**config.mk**
```make
export PLATFORM = sky130hd
export DESIGN_NAME = serial_packet_formatter
export DESIGN_NICKNAME = d
export VERILOG_FILES = /design/src/block_word_store.v /design/src/serial_packet_formatter.v
export VERILOG_INCLUDE_DIRS = /design/src
export SDC_FILE = /design/constraint.sdc
export NUM_CORES = 2
export LEC_CHECK = 0
export BUFFER_PORTS_ARGS = -buffer_cell sky130_fd_sc_hd__buf_2
export CAP_MARGIN = 20
export CORE_ASPECT_RATIO = 0.6
export CORE_UTILIZATION = 29
export DETAILED_ROUTE_END_ITERATION = 6
export HOLD_SLACK_MARGIN = 0.02
export REMOVE_ABC_BUFFERS = 1
export SLEW_MARGIN = 20
export SYNTH_ARGS = -nofsm -noshare
export SYNTH_HDL_FRONTEND = slang
export SYNTH_SLANG_ARGS = --single-unit
```
**constraint.sdc**
```tcl
create_clock -name clk -period 9.1 [get_ports clk]
set_clock_uncertainty 0.2 [all_clocks]
set_input_delay 1.365 -clock clk [delete_from_list [all_inputs] [get_ports clk]]
set_output_delay 1.365 -clock clk [all_outputs]
set_load 0.02 [all_outputs]
```
**src/serial_fmt_regs.vh**
```
/*
  register offsets, field positions and sizes of the serial packet formatter.
  assumes byte addresses on an 8-bit register port with 32-bit data.
*/
`ifndef SERIAL_FMT_REGS_VH
`define SERIAL_FMT_REGS_VH

// register byte offsets
`define REG_CTRL 8'h00
`define REG_CMD 8'h04
`define REG_STATUS 8'h08
`define REG_INT_STAT 8'h0C
`define REG_INT_MASK 8'h10
`define REG_BLK_CNT 8'h14

// control fields
`define CTRL_TAG_BIT 0
`define CTRL_ABS_BIT 1
`define CTRL_FMT_LO 2
`define CTRL_FMT_HI 3
`define CTRL_RESET 4'h0
`define CMD_CLOSE_BIT 0

// interrupt status bits
`define EV_BLOCK 0
`define EV_PARITY 1
`define EV_FULL 2
`define EV_CLOSED 3
`define EV_W 4

// packet word layout
`define CW_TAG_BIT 31
`define DESC_PAR_BIT 31
`define DESC_SUB_HI 29
`define DESC_SUB_LO 16
`define DESC_LEN_HI 15

// block store: 256 words of 16 bits, 512 bytes
`define BUF_AW 8
`define MAX_BYTES 16'h0200

`endif

```
**src/block_word_store.v**
```verilog
/*
  block_word_store: word memory holding one block of packed serial bytes.
  assumes a single clock; the write is clocked, the read is combinational.
*/
`timescale 1ns/1ns
module block_word_store #(
  parameter AW = 8,
  parameter DW = 16
) (
  input wire clk,
  input wire ce,
  input wire wr_en,
  input wire [AW-1:0] wr_addr,
  input wire [DW-1:0] wr_data,
  input wire [AW-1:0] rd_addr,
  output wire [DW-1:0] rd_data
);
  reg [DW-1:0] mem [0:(1<<AW)-1];

  // no reset: contents are always written before being read
  always @(posedge clk) begin
    if (ce && wr_en) begin
      mem[wr_addr] <= wr_data;
    end
  end

  assign rd_data = mem[rd_addr];
endmodule

```
**src/serial_packet_formatter.v**
```verilog
/*
  serial_packet_formatter: collects one block of serial bytes at a time and
  writes it into a packet body as 16-bit words with its own block header.
  assumes byte sources, the relative time counter and the absolute time
  source all run on clk; the register port is a plain strobe port.
*/
//
// Functional notes
// - bytes from many serial channels, one body
// - channel word bit 31 flags time tags
// - channel word bits 30-0 read zero
// - every block gets its own header
// - header: low time, high time, descriptor
// - default tag is 48-bit relative time
// - absolute time when enabled, format passed on
// - descriptor word always sent
// - descriptor bit 31 parity, bit 30 zero
// - descriptor bits 29-16 hold subchannel
// - descriptor bits 15-0 hold byte count
// - two bytes per word, earlier byte low
`timescale 1ns/1ns
`include "serial_fmt_regs.vh"
module serial_packet_formatter (
  input wire clk,
  input wire rst,
  input wire ce,
  input wire [7:0] reg_addr,
  input wire [31:0] reg_wdata,
  input wire reg_wr,
  input wire reg_rd,
  output reg [31:0] reg_rdata,
  input wire in_valid,
  input wire [7:0] in_byte,
  input wire [13:0] in_subchannel,
  input wire in_parity_err,
  input wire in_last,
  input wire in_first_bit,
  output reg in_ready,
  input wire [47:0] rtc,
  input wire [63:0] abs_time,
  output reg abs_time_en,
  output reg [1:0] abs_time_fmt,
  output reg out_valid,
  output reg [15:0] out_word,
  output reg out_last,
  input wire out_ready,
  output reg irq
);
  // sequencer states, one-hot
  localparam [9:0] S_COLLECT = 10'h001;
  localparam [9:0] S_CW0 = 10'h002;
  localparam [9:0] S_CW1 = 10'h004;
  localparam [9:0] S_TL0 = 10'h008;
  localparam [9:0] S_TL1 = 10'h010;
  localparam [9:0] S_TH0 = 10'h020;
  localparam [9:0] S_TH1 = 10'h040;
  localparam [9:0] S_DD0 = 10'h080;
  localparam [9:0] S_DD1 = 10'h100;
  localparam [9:0] S_DATA = 10'h200;

  reg [9:0] state_q;
  reg [3:0] ctrl_q;
  reg [`EV_W-1:0] int_stat_q;
  reg [`EV_W-1:0] int_mask_q;
  reg [31:0] blk_cnt_q;
  reg pkt_open_q;
  reg pkt_tag_q;
  reg close_pend_q;
  reg [15:0] byte_cnt_q;
  reg [7:0] lo_byte_q;
  reg parity_q;
  reg [13:0] sub_q;
  reg [63:0] tag_q;
  reg tag_held_q;
  reg [`BUF_AW-1:0] widx_q;
  reg [15:0] last_len_q;

  wire [15:0] mem_rd;
  wire take;
  wire advance;
  wire ends_block;
  wire is_full;
  wire [15:0] cnt_inc;
  wire [63:0] time_now;
  wire [31:0] desc_word;
  wire [`BUF_AW-1:0] last_widx;
  wire cmd_close;
  wire stat_clr_wr;
  reg [`EV_W-1:0] ev;
  reg mem_we;
  reg [15:0] mem_wd;
  reg [31:0] rd_mux;

  // byte accepted from a serial source; all channels share one body
  assign take = in_valid && in_ready;
  assign cnt_inc = byte_cnt_q + 16'h0001;
  // the 512th byte closes the block even without a last flag
  assign is_full = (cnt_inc == `MAX_BYTES);
  assign ends_block = take && (in_last || is_full);
  // output register can take a new word
  assign advance = !out_valid || out_ready;
  assign cmd_close = reg_wr && (reg_addr == `REG_CMD) && reg_wdata[`CMD_CLOSE_BIT];
  assign stat_clr_wr = reg_wr && (reg_addr == `REG_INT_STAT);

  // relative time sits in 48 bits, upper 16 zero
  assign time_now = ctrl_q[`CTRL_ABS_BIT] ? abs_time : {16'h0000, rtc};

  // parity flag, reserved bit, subchannel, byte count
  assign desc_word = {parity_q, 1'b0, sub_q, byte_cnt_q};

  // word index of the last data word, (count + 1) / 2 - 1
  assign last_widx = byte_cnt_q[`BUF_AW:1] + {{(`BUF_AW-1){1'b0}}, byte_cnt_q[0]}
    - {{(`BUF_AW-1){1'b0}}, 1'b1};

  // holds one block while it is sent; the source waits on in_ready
  block_word_store #(
    .AW(`BUF_AW),
    .DW(16)
  ) u_store (
    .clk(clk),
    .ce(ce),
    .wr_en(mem_we),
    .wr_addr(byte_cnt_q[`BUF_AW:1]),
    .wr_data(mem_wd),
    .rd_addr(widx_q),
    .rd_data(mem_rd)
  );

  // packing: a word is written when its high byte arrives, or alone at
  // the end of an odd block with the filler forced to zero
  always @* begin
    mem_we = 1'b0;
    mem_wd = 16'h0000;
    if (take && state_q == S_COLLECT) begin
      if (byte_cnt_q[0]) begin
        mem_we = 1'b1;
        mem_wd = {in_byte, lo_byte_q};
      end else if (ends_block) begin
        mem_we = 1'b1;
        mem_wd = {8'h00, in_byte};
      end
    end
  end

  // hardware events for the sticky status register
  always @* begin
    ev = {`EV_W{1'b0}};
    ev[`EV_FULL] = ends_block && !in_last;
    if (state_q == S_DATA && advance && widx_q == last_widx) begin
      ev[`EV_BLOCK] = 1'b1;
      ev[`EV_PARITY] = parity_q;
      ev[`EV_CLOSED] = close_pend_q;
    end
  end

  // register read multiplexer; unmapped offsets read zero
  always @* begin
    case (reg_addr)
      `REG_CTRL: rd_mux = {28'h000_0000, ctrl_q};
      `REG_STATUS: rd_mux = {last_len_q, 13'h0000, close_pend_q,
        (state_q != S_COLLECT), pkt_open_q};
      `REG_INT_STAT: rd_mux = {28'h000_0000, int_stat_q};
      `REG_INT_MASK: rd_mux = {28'h000_0000, int_mask_q};
      `REG_BLK_CNT: rd_mux = blk_cnt_q;
      default: rd_mux = 32'h0000_0000;
    endcase
  end

  // register port and interrupt; read data stand only in the next cycle
  always @(posedge clk) begin
    if (rst) begin
      ctrl_q <= `CTRL_RESET;
      int_stat_q <= {`EV_W{1'b0}};
      int_mask_q <= {`EV_W{1'b0}};
      reg_rdata <= 32'h0000_0000;
      irq <= 1'b0;
      abs_time_en <= 1'b0;
      abs_time_fmt <= 2'b00;
    end else if (ce) begin
      if (reg_wr && reg_addr == `REG_CTRL) begin
        ctrl_q <= reg_wdata[3:0];
      end
      if (reg_wr && reg_addr == `REG_INT_MASK) begin
        int_mask_q <= reg_wdata[`EV_W-1:0];
      end
      // a new event beats a clear written in the same cycle
      int_stat_q <= (int_stat_q & ~(stat_clr_wr ? reg_wdata[`EV_W-1:0] :
        {`EV_W{1'b0}})) | ev;
      irq <= |(int_stat_q & int_mask_q);
      reg_rdata <= reg_rd ? rd_mux : 32'h0000_0000;
      // time source selection and format go out to the time source
      abs_time_en <= ctrl_q[`CTRL_ABS_BIT];
      abs_time_fmt <= ctrl_q[`CTRL_FMT_HI:`CTRL_FMT_LO];
    end
  end

  // byte collection: count, parity, subchannel, time of first data bit
  always @(posedge clk) begin
    if (rst) begin
      byte_cnt_q <= 16'h0000;
      lo_byte_q <= 8'h00;
      parity_q <= 1'b0;
      sub_q <= 14'h0000;
      tag_q <= 64'h0000_0000_0000_0000;
      tag_held_q <= 1'b0;
      in_ready <= 1'b0;
      last_len_q <= 16'h0000;
    end else if (ce) begin
      if (state_q == S_COLLECT) begin
        // latch at the start bit of the first byte, or at the byte itself
        if (!tag_held_q && byte_cnt_q == 16'h0000 && (in_first_bit || take)) begin
          tag_q <= time_now;
          tag_held_q <= 1'b1;
        end
        if (take) begin
          lo_byte_q <= in_byte;
          byte_cnt_q <= cnt_inc;
          parity_q <= parity_q | in_parity_err;
          if (byte_cnt_q == 16'h0000) begin
            sub_q <= in_subchannel;
          end
        end
        // stop taking bytes once the block is complete
        in_ready <= !ends_block;
      end else begin
        in_ready <= 1'b0;
        if (state_q == S_DATA && advance && widx_q == last_widx) begin
          last_len_q <= byte_cnt_q;
          byte_cnt_q <= 16'h0000;
          parity_q <= 1'b0;
          tag_held_q <= 1'b0;
          in_ready <= 1'b1;
        end
      end
    end
  end

  // emission sequencer: channel word, header words, data words
  always @(posedge clk) begin
    if (rst) begin
      state_q <= S_COLLECT;
      out_valid <= 1'b0;
      out_word <= 16'h0000;
      out_last <= 1'b0;
      widx_q <= {`BUF_AW{1'b0}};
      pkt_open_q <= 1'b0;
      pkt_tag_q <= 1'b0;
      close_pend_q <= 1'b0;
      blk_cnt_q <= 32'h0000_0000;
    end else if (ce) begin
      if (cmd_close) begin
        close_pend_q <= 1'b1;
      end
      // a block end is caught even while the sink still holds the last
      // word of the previous block; missing it would merge two blocks
      if (state_q == S_COLLECT && ends_block) begin
        widx_q <= {`BUF_AW{1'b0}};
        // a new packet opens with its channel word
        if (pkt_open_q) begin
          state_q <= pkt_tag_q ? S_TL0 : S_DD0;
        end else begin
          state_q <= S_CW0;
          // tag choice is frozen for the packet's lifetime
          pkt_tag_q <= ctrl_q[`CTRL_TAG_BIT];
          pkt_open_q <= 1'b1;
        end
      end
      if (advance) begin
        out_valid <= 1'b0;
        out_last <= 1'b0;
        case (state_q)
          S_COLLECT: begin
            widx_q <= {`BUF_AW{1'b0}};
          end
          S_CW0: begin
            out_valid <= 1'b1;
            out_word <= 16'h0000;
            state_q <= S_CW1;
          end
          S_CW1: begin
            out_valid <= 1'b1;
            out_word <= {pkt_tag_q, 15'h0000};
            state_q <= pkt_tag_q ? S_TL0 : S_DD0;
          end
          // header words contiguous: low time, high time, descriptor
          S_TL0: begin
            out_valid <= 1'b1;
            out_word <= tag_q[15:0];
            state_q <= S_TL1;
          end
          S_TL1: begin
            out_valid <= 1'b1;
            out_word <= tag_q[31:16];
            state_q <= S_TH0;
          end
          S_TH0: begin
            out_valid <= 1'b1;
            out_word <= tag_q[47:32];
            state_q <= S_TH1;
          end
          S_TH1: begin
            out_valid <= 1'b1;
            out_word <= tag_q[63:48];
            state_q <= S_DD0;
          end
          // descriptor sent for every block regardless of tags
          S_DD0: begin
            out_valid <= 1'b1;
            out_word <= desc_word[15:0];
            state_q <= S_DD1;
          end
          S_DD1: begin
            out_valid <= 1'b1;
            out_word <= desc_word[31:16];
            state_q <= S_DATA;
          end
          S_DATA: begin
            out_valid <= 1'b1;
            out_word <= mem_rd;
            if (widx_q == last_widx) begin
              state_q <= S_COLLECT;
              blk_cnt_q <= blk_cnt_q + 32'h0000_0001;
              // a close request ends the packet after this block
              out_last <= close_pend_q;
              if (close_pend_q) begin
                pkt_open_q <= 1'b0;
                close_pend_q <= cmd_close;
              end
            end else begin
              widx_q <= widx_q + {{(`BUF_AW-1){1'b0}}, 1'b1};
            end
          end
          default: begin
            state_q <= S_COLLECT;
          end
        endcase
      end
    end
  end
endmodule

```
==> key figures <==
Route
  • DRC violations left: 10
  • ANT nets after route: 0
  • DRT Wirelength: 523 mm
  • Drt wl/cell: 30.9 um
  • Via count: 91,000
  • Vias per inst: 5.38
  • 1st-iter DRT viols: 15,200
  • DRT Pass-1 Iters: 7

Power
  • Peak supply drop: 0.000171 V
  • Sequential share of power: 56.4%
  • Switching power: 7740 uW
  • Leakage: 0.0599 uW
  • Clk network pwr share: 42.8%
  • Overall power: 38,300 uW
  • Pint: 30,600 uW
  • Combinational Power Share: 0.8%
  • Net Sw Frac: 20.2%
  • PwrDens: 196 nW/um2

Clocking
  • CTS resizes: 0
  • H-tree levels: 5
  • CTS tree: done
  • Post-CTS setup buffer count: 0
  • Clk_lat worst skew: 0.98 ns
  • Cts hold-fix bufs: 0
  • Clock sink total: 4,344
  • Root buffer cell: clkbuf_16
  • Cts bufs inserted: 381
  • Clk pin slew, worst setup/hold paths: 0.08 ns
  • Clk buf depth: 4

Floorplan
  • Die area: 586,000 um2
  • Die Ht: 593 um
  • I/O Pins: 239
  • Starting Density: 29.2%
  • Row count: 216
  • CORE AREA: 579,000 um2
  • Die width: 987 um

Min path
  • Hold Path Class: reg2reg

Place
  • GP Congestion: 0.899
  • Post-Place Worst Slack: 3.23 ns
  • Buffers on Ports: 210
  • DP HPWL: 338 mm

Synthesis
  • Post-synth ARST share: 0%
  • Synth Register Bits: 4,344
  • Cells after synthesis: 8,325
  • Mapped cell area: 169,000 um2
  • Mean post-synth cell area: 20.3 um2
  • Sequential area share after synthesis: 75.7%
  • Synth unique cells: 86
  • Post-synth EDFFs: 4,096
  • Synth Flop Type: edfxtp_1
  • Yosys Warn Count: 0

Worst setup path
  • Worst-path cell chain: buf_4, ha_1, and3_1, nand2_1, a221oi_1, nand3_1, o41ai_4, o2111ai_4, buf_12, nor3_2, buf_4
  • Slowest-stage cell, CP: nor3_2
  • Critical path peak fanout: 53
  • Crit. End Element: flop
  • CP max stage delay: 0.96 ns
  • Worst setup SP type: flop
  • WP data required: 9.54 ns
  • Most used cell, CP: buf_4
  • Setup CP Type: reg2reg
  • WP data arrival: 6.48 ns
  • Reg2reg setup slack: 3.06 ns

Timing
  • Final min period: 6.04 ns
  • Final max-slew violation count: 0
  • Final hold viol count: 0
  • Slew HR: 17.6%
  • Worst Tran Pin Value: 1.24 ns
  • Final Cycle Share: 66.4%
  • Max Clk Rate: 166 MHz
  • Setup ws final: 3.06 ns
  • RSZ-0062 raised after global routing: false
  • Setup violations, final: 0

Status
  • Status: finished with violations
  • Failing checks: design-rule violations

Global routing
  • Initial antenna violation count: 53
  • Vias in the first global route: 86,900
  • First-pass GRT wire length: 713 mm
  • Gr usage total: 17.2%
  • Largest net degree at the start of global routing: 183
  • Total gr overflow: 0

Cells and area
  • Final net count: 9,048
  • Syn-to-layout area delta: 15.8%
  • Layout cell share with drive strength beyond 1: 29.5%
  • Multi-input gate area: 40,400 um2
  • Final core occ: 33.8%
  • Fillers: 53,500
  • Sequential cell area: 128,000 um2

Job
  • # Max-Cap Violations: 0
[worst max-delay path, delay by kind of cell (launching register included)]
family	cells	cell delay [ns]
compound gates	3	1.76
fa+ha+maj	1	0.27
buf+inv	3	1.06
flops	1	0.64
simple gates	4	1.57
[sequential cells by signal, summed over array words and instances (netlist names), 2 cells and up, named ones only]
signal / cells
state_q: 10
tag_q: 64
sub_q: 14
byte_cnt_q: 16
ctrl_q: 4
lo_byte_q: 8
u_store.mem: 4096
blk_cnt_q: 32
int_mask_q: 4
out_word: 16
abs_time_fmt: 2
widx_q: 8
int_stat_q: 4
last_len_q: 16
reg_rdata: 32
[metrics by stage]
step / TNS [ns] / cell area, um2 / hold slack (ns) / instances
5_1_grt: 0 / 196000 / 0.266 / 16900
3_3_place_gp: 0 / 183000 / 0.245 / 16200
2_1_floorplan: -774.35 / 167000 / 0.225 / 7790
4_1_cts: 0 / 195000 / 0.231 / 16900
3_5_place_dp: 0 / 183000 / 0.245 / 16200
6_report: 0 / 196000 / 0.248 / 16900
[power by group through the flow]
stage,Sequential [uW],Clock (uW),Combinational (uW)
finish,21600,16400,310
global route,21600,17300,331
CTS,21600,16600,310
detailed placement,22100,0,310
global placement,22100,0,296
floorplan,22100,0,125
[cell families after synthesis]
group	count (synthesis)	synth area share, %
mux	1382	16.0
compound gates	680	2.93
flops	4344	75.7
simple gates	1334	3.78
buf+inv	559	1.40
fa+ha+maj	5	0.0370
xor+xnor	21	0.109
[layer usage]
layer  global-route usage (%)  wire length (um)  up-vias
met5                        0               356        -
met4                     4.09             13400       16
met3                     7.47             80500      696
met2                     23.5            211000     5802
met1                     25.2            218000    48700
li1                         -                 -    35800
[layout by cell type, fill, tap and decap left out, types with 139 or more instances in the layout]
cell type and count:
nor3_2 247, mux2i_1 301, clkbuf_16 385, mux4_2 1053, nand3_1 157, edfxtp_1 4096
buf_2 209, nand2_1 376, a22oi_1 166, a21oi_1 139, nor2_1 214, dfxtp_1 241
buf_4 441
[synth_stat cells (49+ instances only)]
master	n	area (um2)
edfxtp_1	4096	123000
mux4_2	1053	23700
nand2_1	386	1450
mux2i_1	310	3100
clkbuf_1	305	1140
nor3_1	293	1470
dfxtp_1	248	4960
nor2_1	231	867
a22oi_1	166	1250
nand3_1	163	816
buf_2	150	751
a21oi_1	141	706
a211oi_1	63	473
buf_1	61	229
o21ai_0	54	270
nand4_1	49	307
[layout make-up]
class	instances	share of cell area (%)
Inverter	24	0.0518
Timing Repair Buffer	686	2.59
Clock buffer	436	5.05
Sequential cell	4344	65.4
Multi-Input combinational cell	3422	20.6
Tap cell	7739	4.95
Antenna cell	29	0.0371
Clock inverter	253	1.24
[final timing paths]
path | startpoint | to | cells past startpoint
worst max-delay path | byte_cnt_q[0]$_SDFFE_PP0P_ | u_store.mem[83][15]$_DFFE_PP_ | 11
worst min-delay path | byte_cnt_q[1]$_SDFFE_PP0P_ | last_len_q[1]$_SDFFE_PP0P_ | 2
worst max register to register | byte_cnt_q[0]$_SDFFE_PP0P_ | u_store.mem[83][15]$_DFFE_PP_ | 11
worst min register to register | byte_cnt_q[1]$_SDFFE_PP0P_ | last_len_q[1]$_SDFFE_PP0P_ | 2
Note: power is estimated with default switching activity, not from simulation.
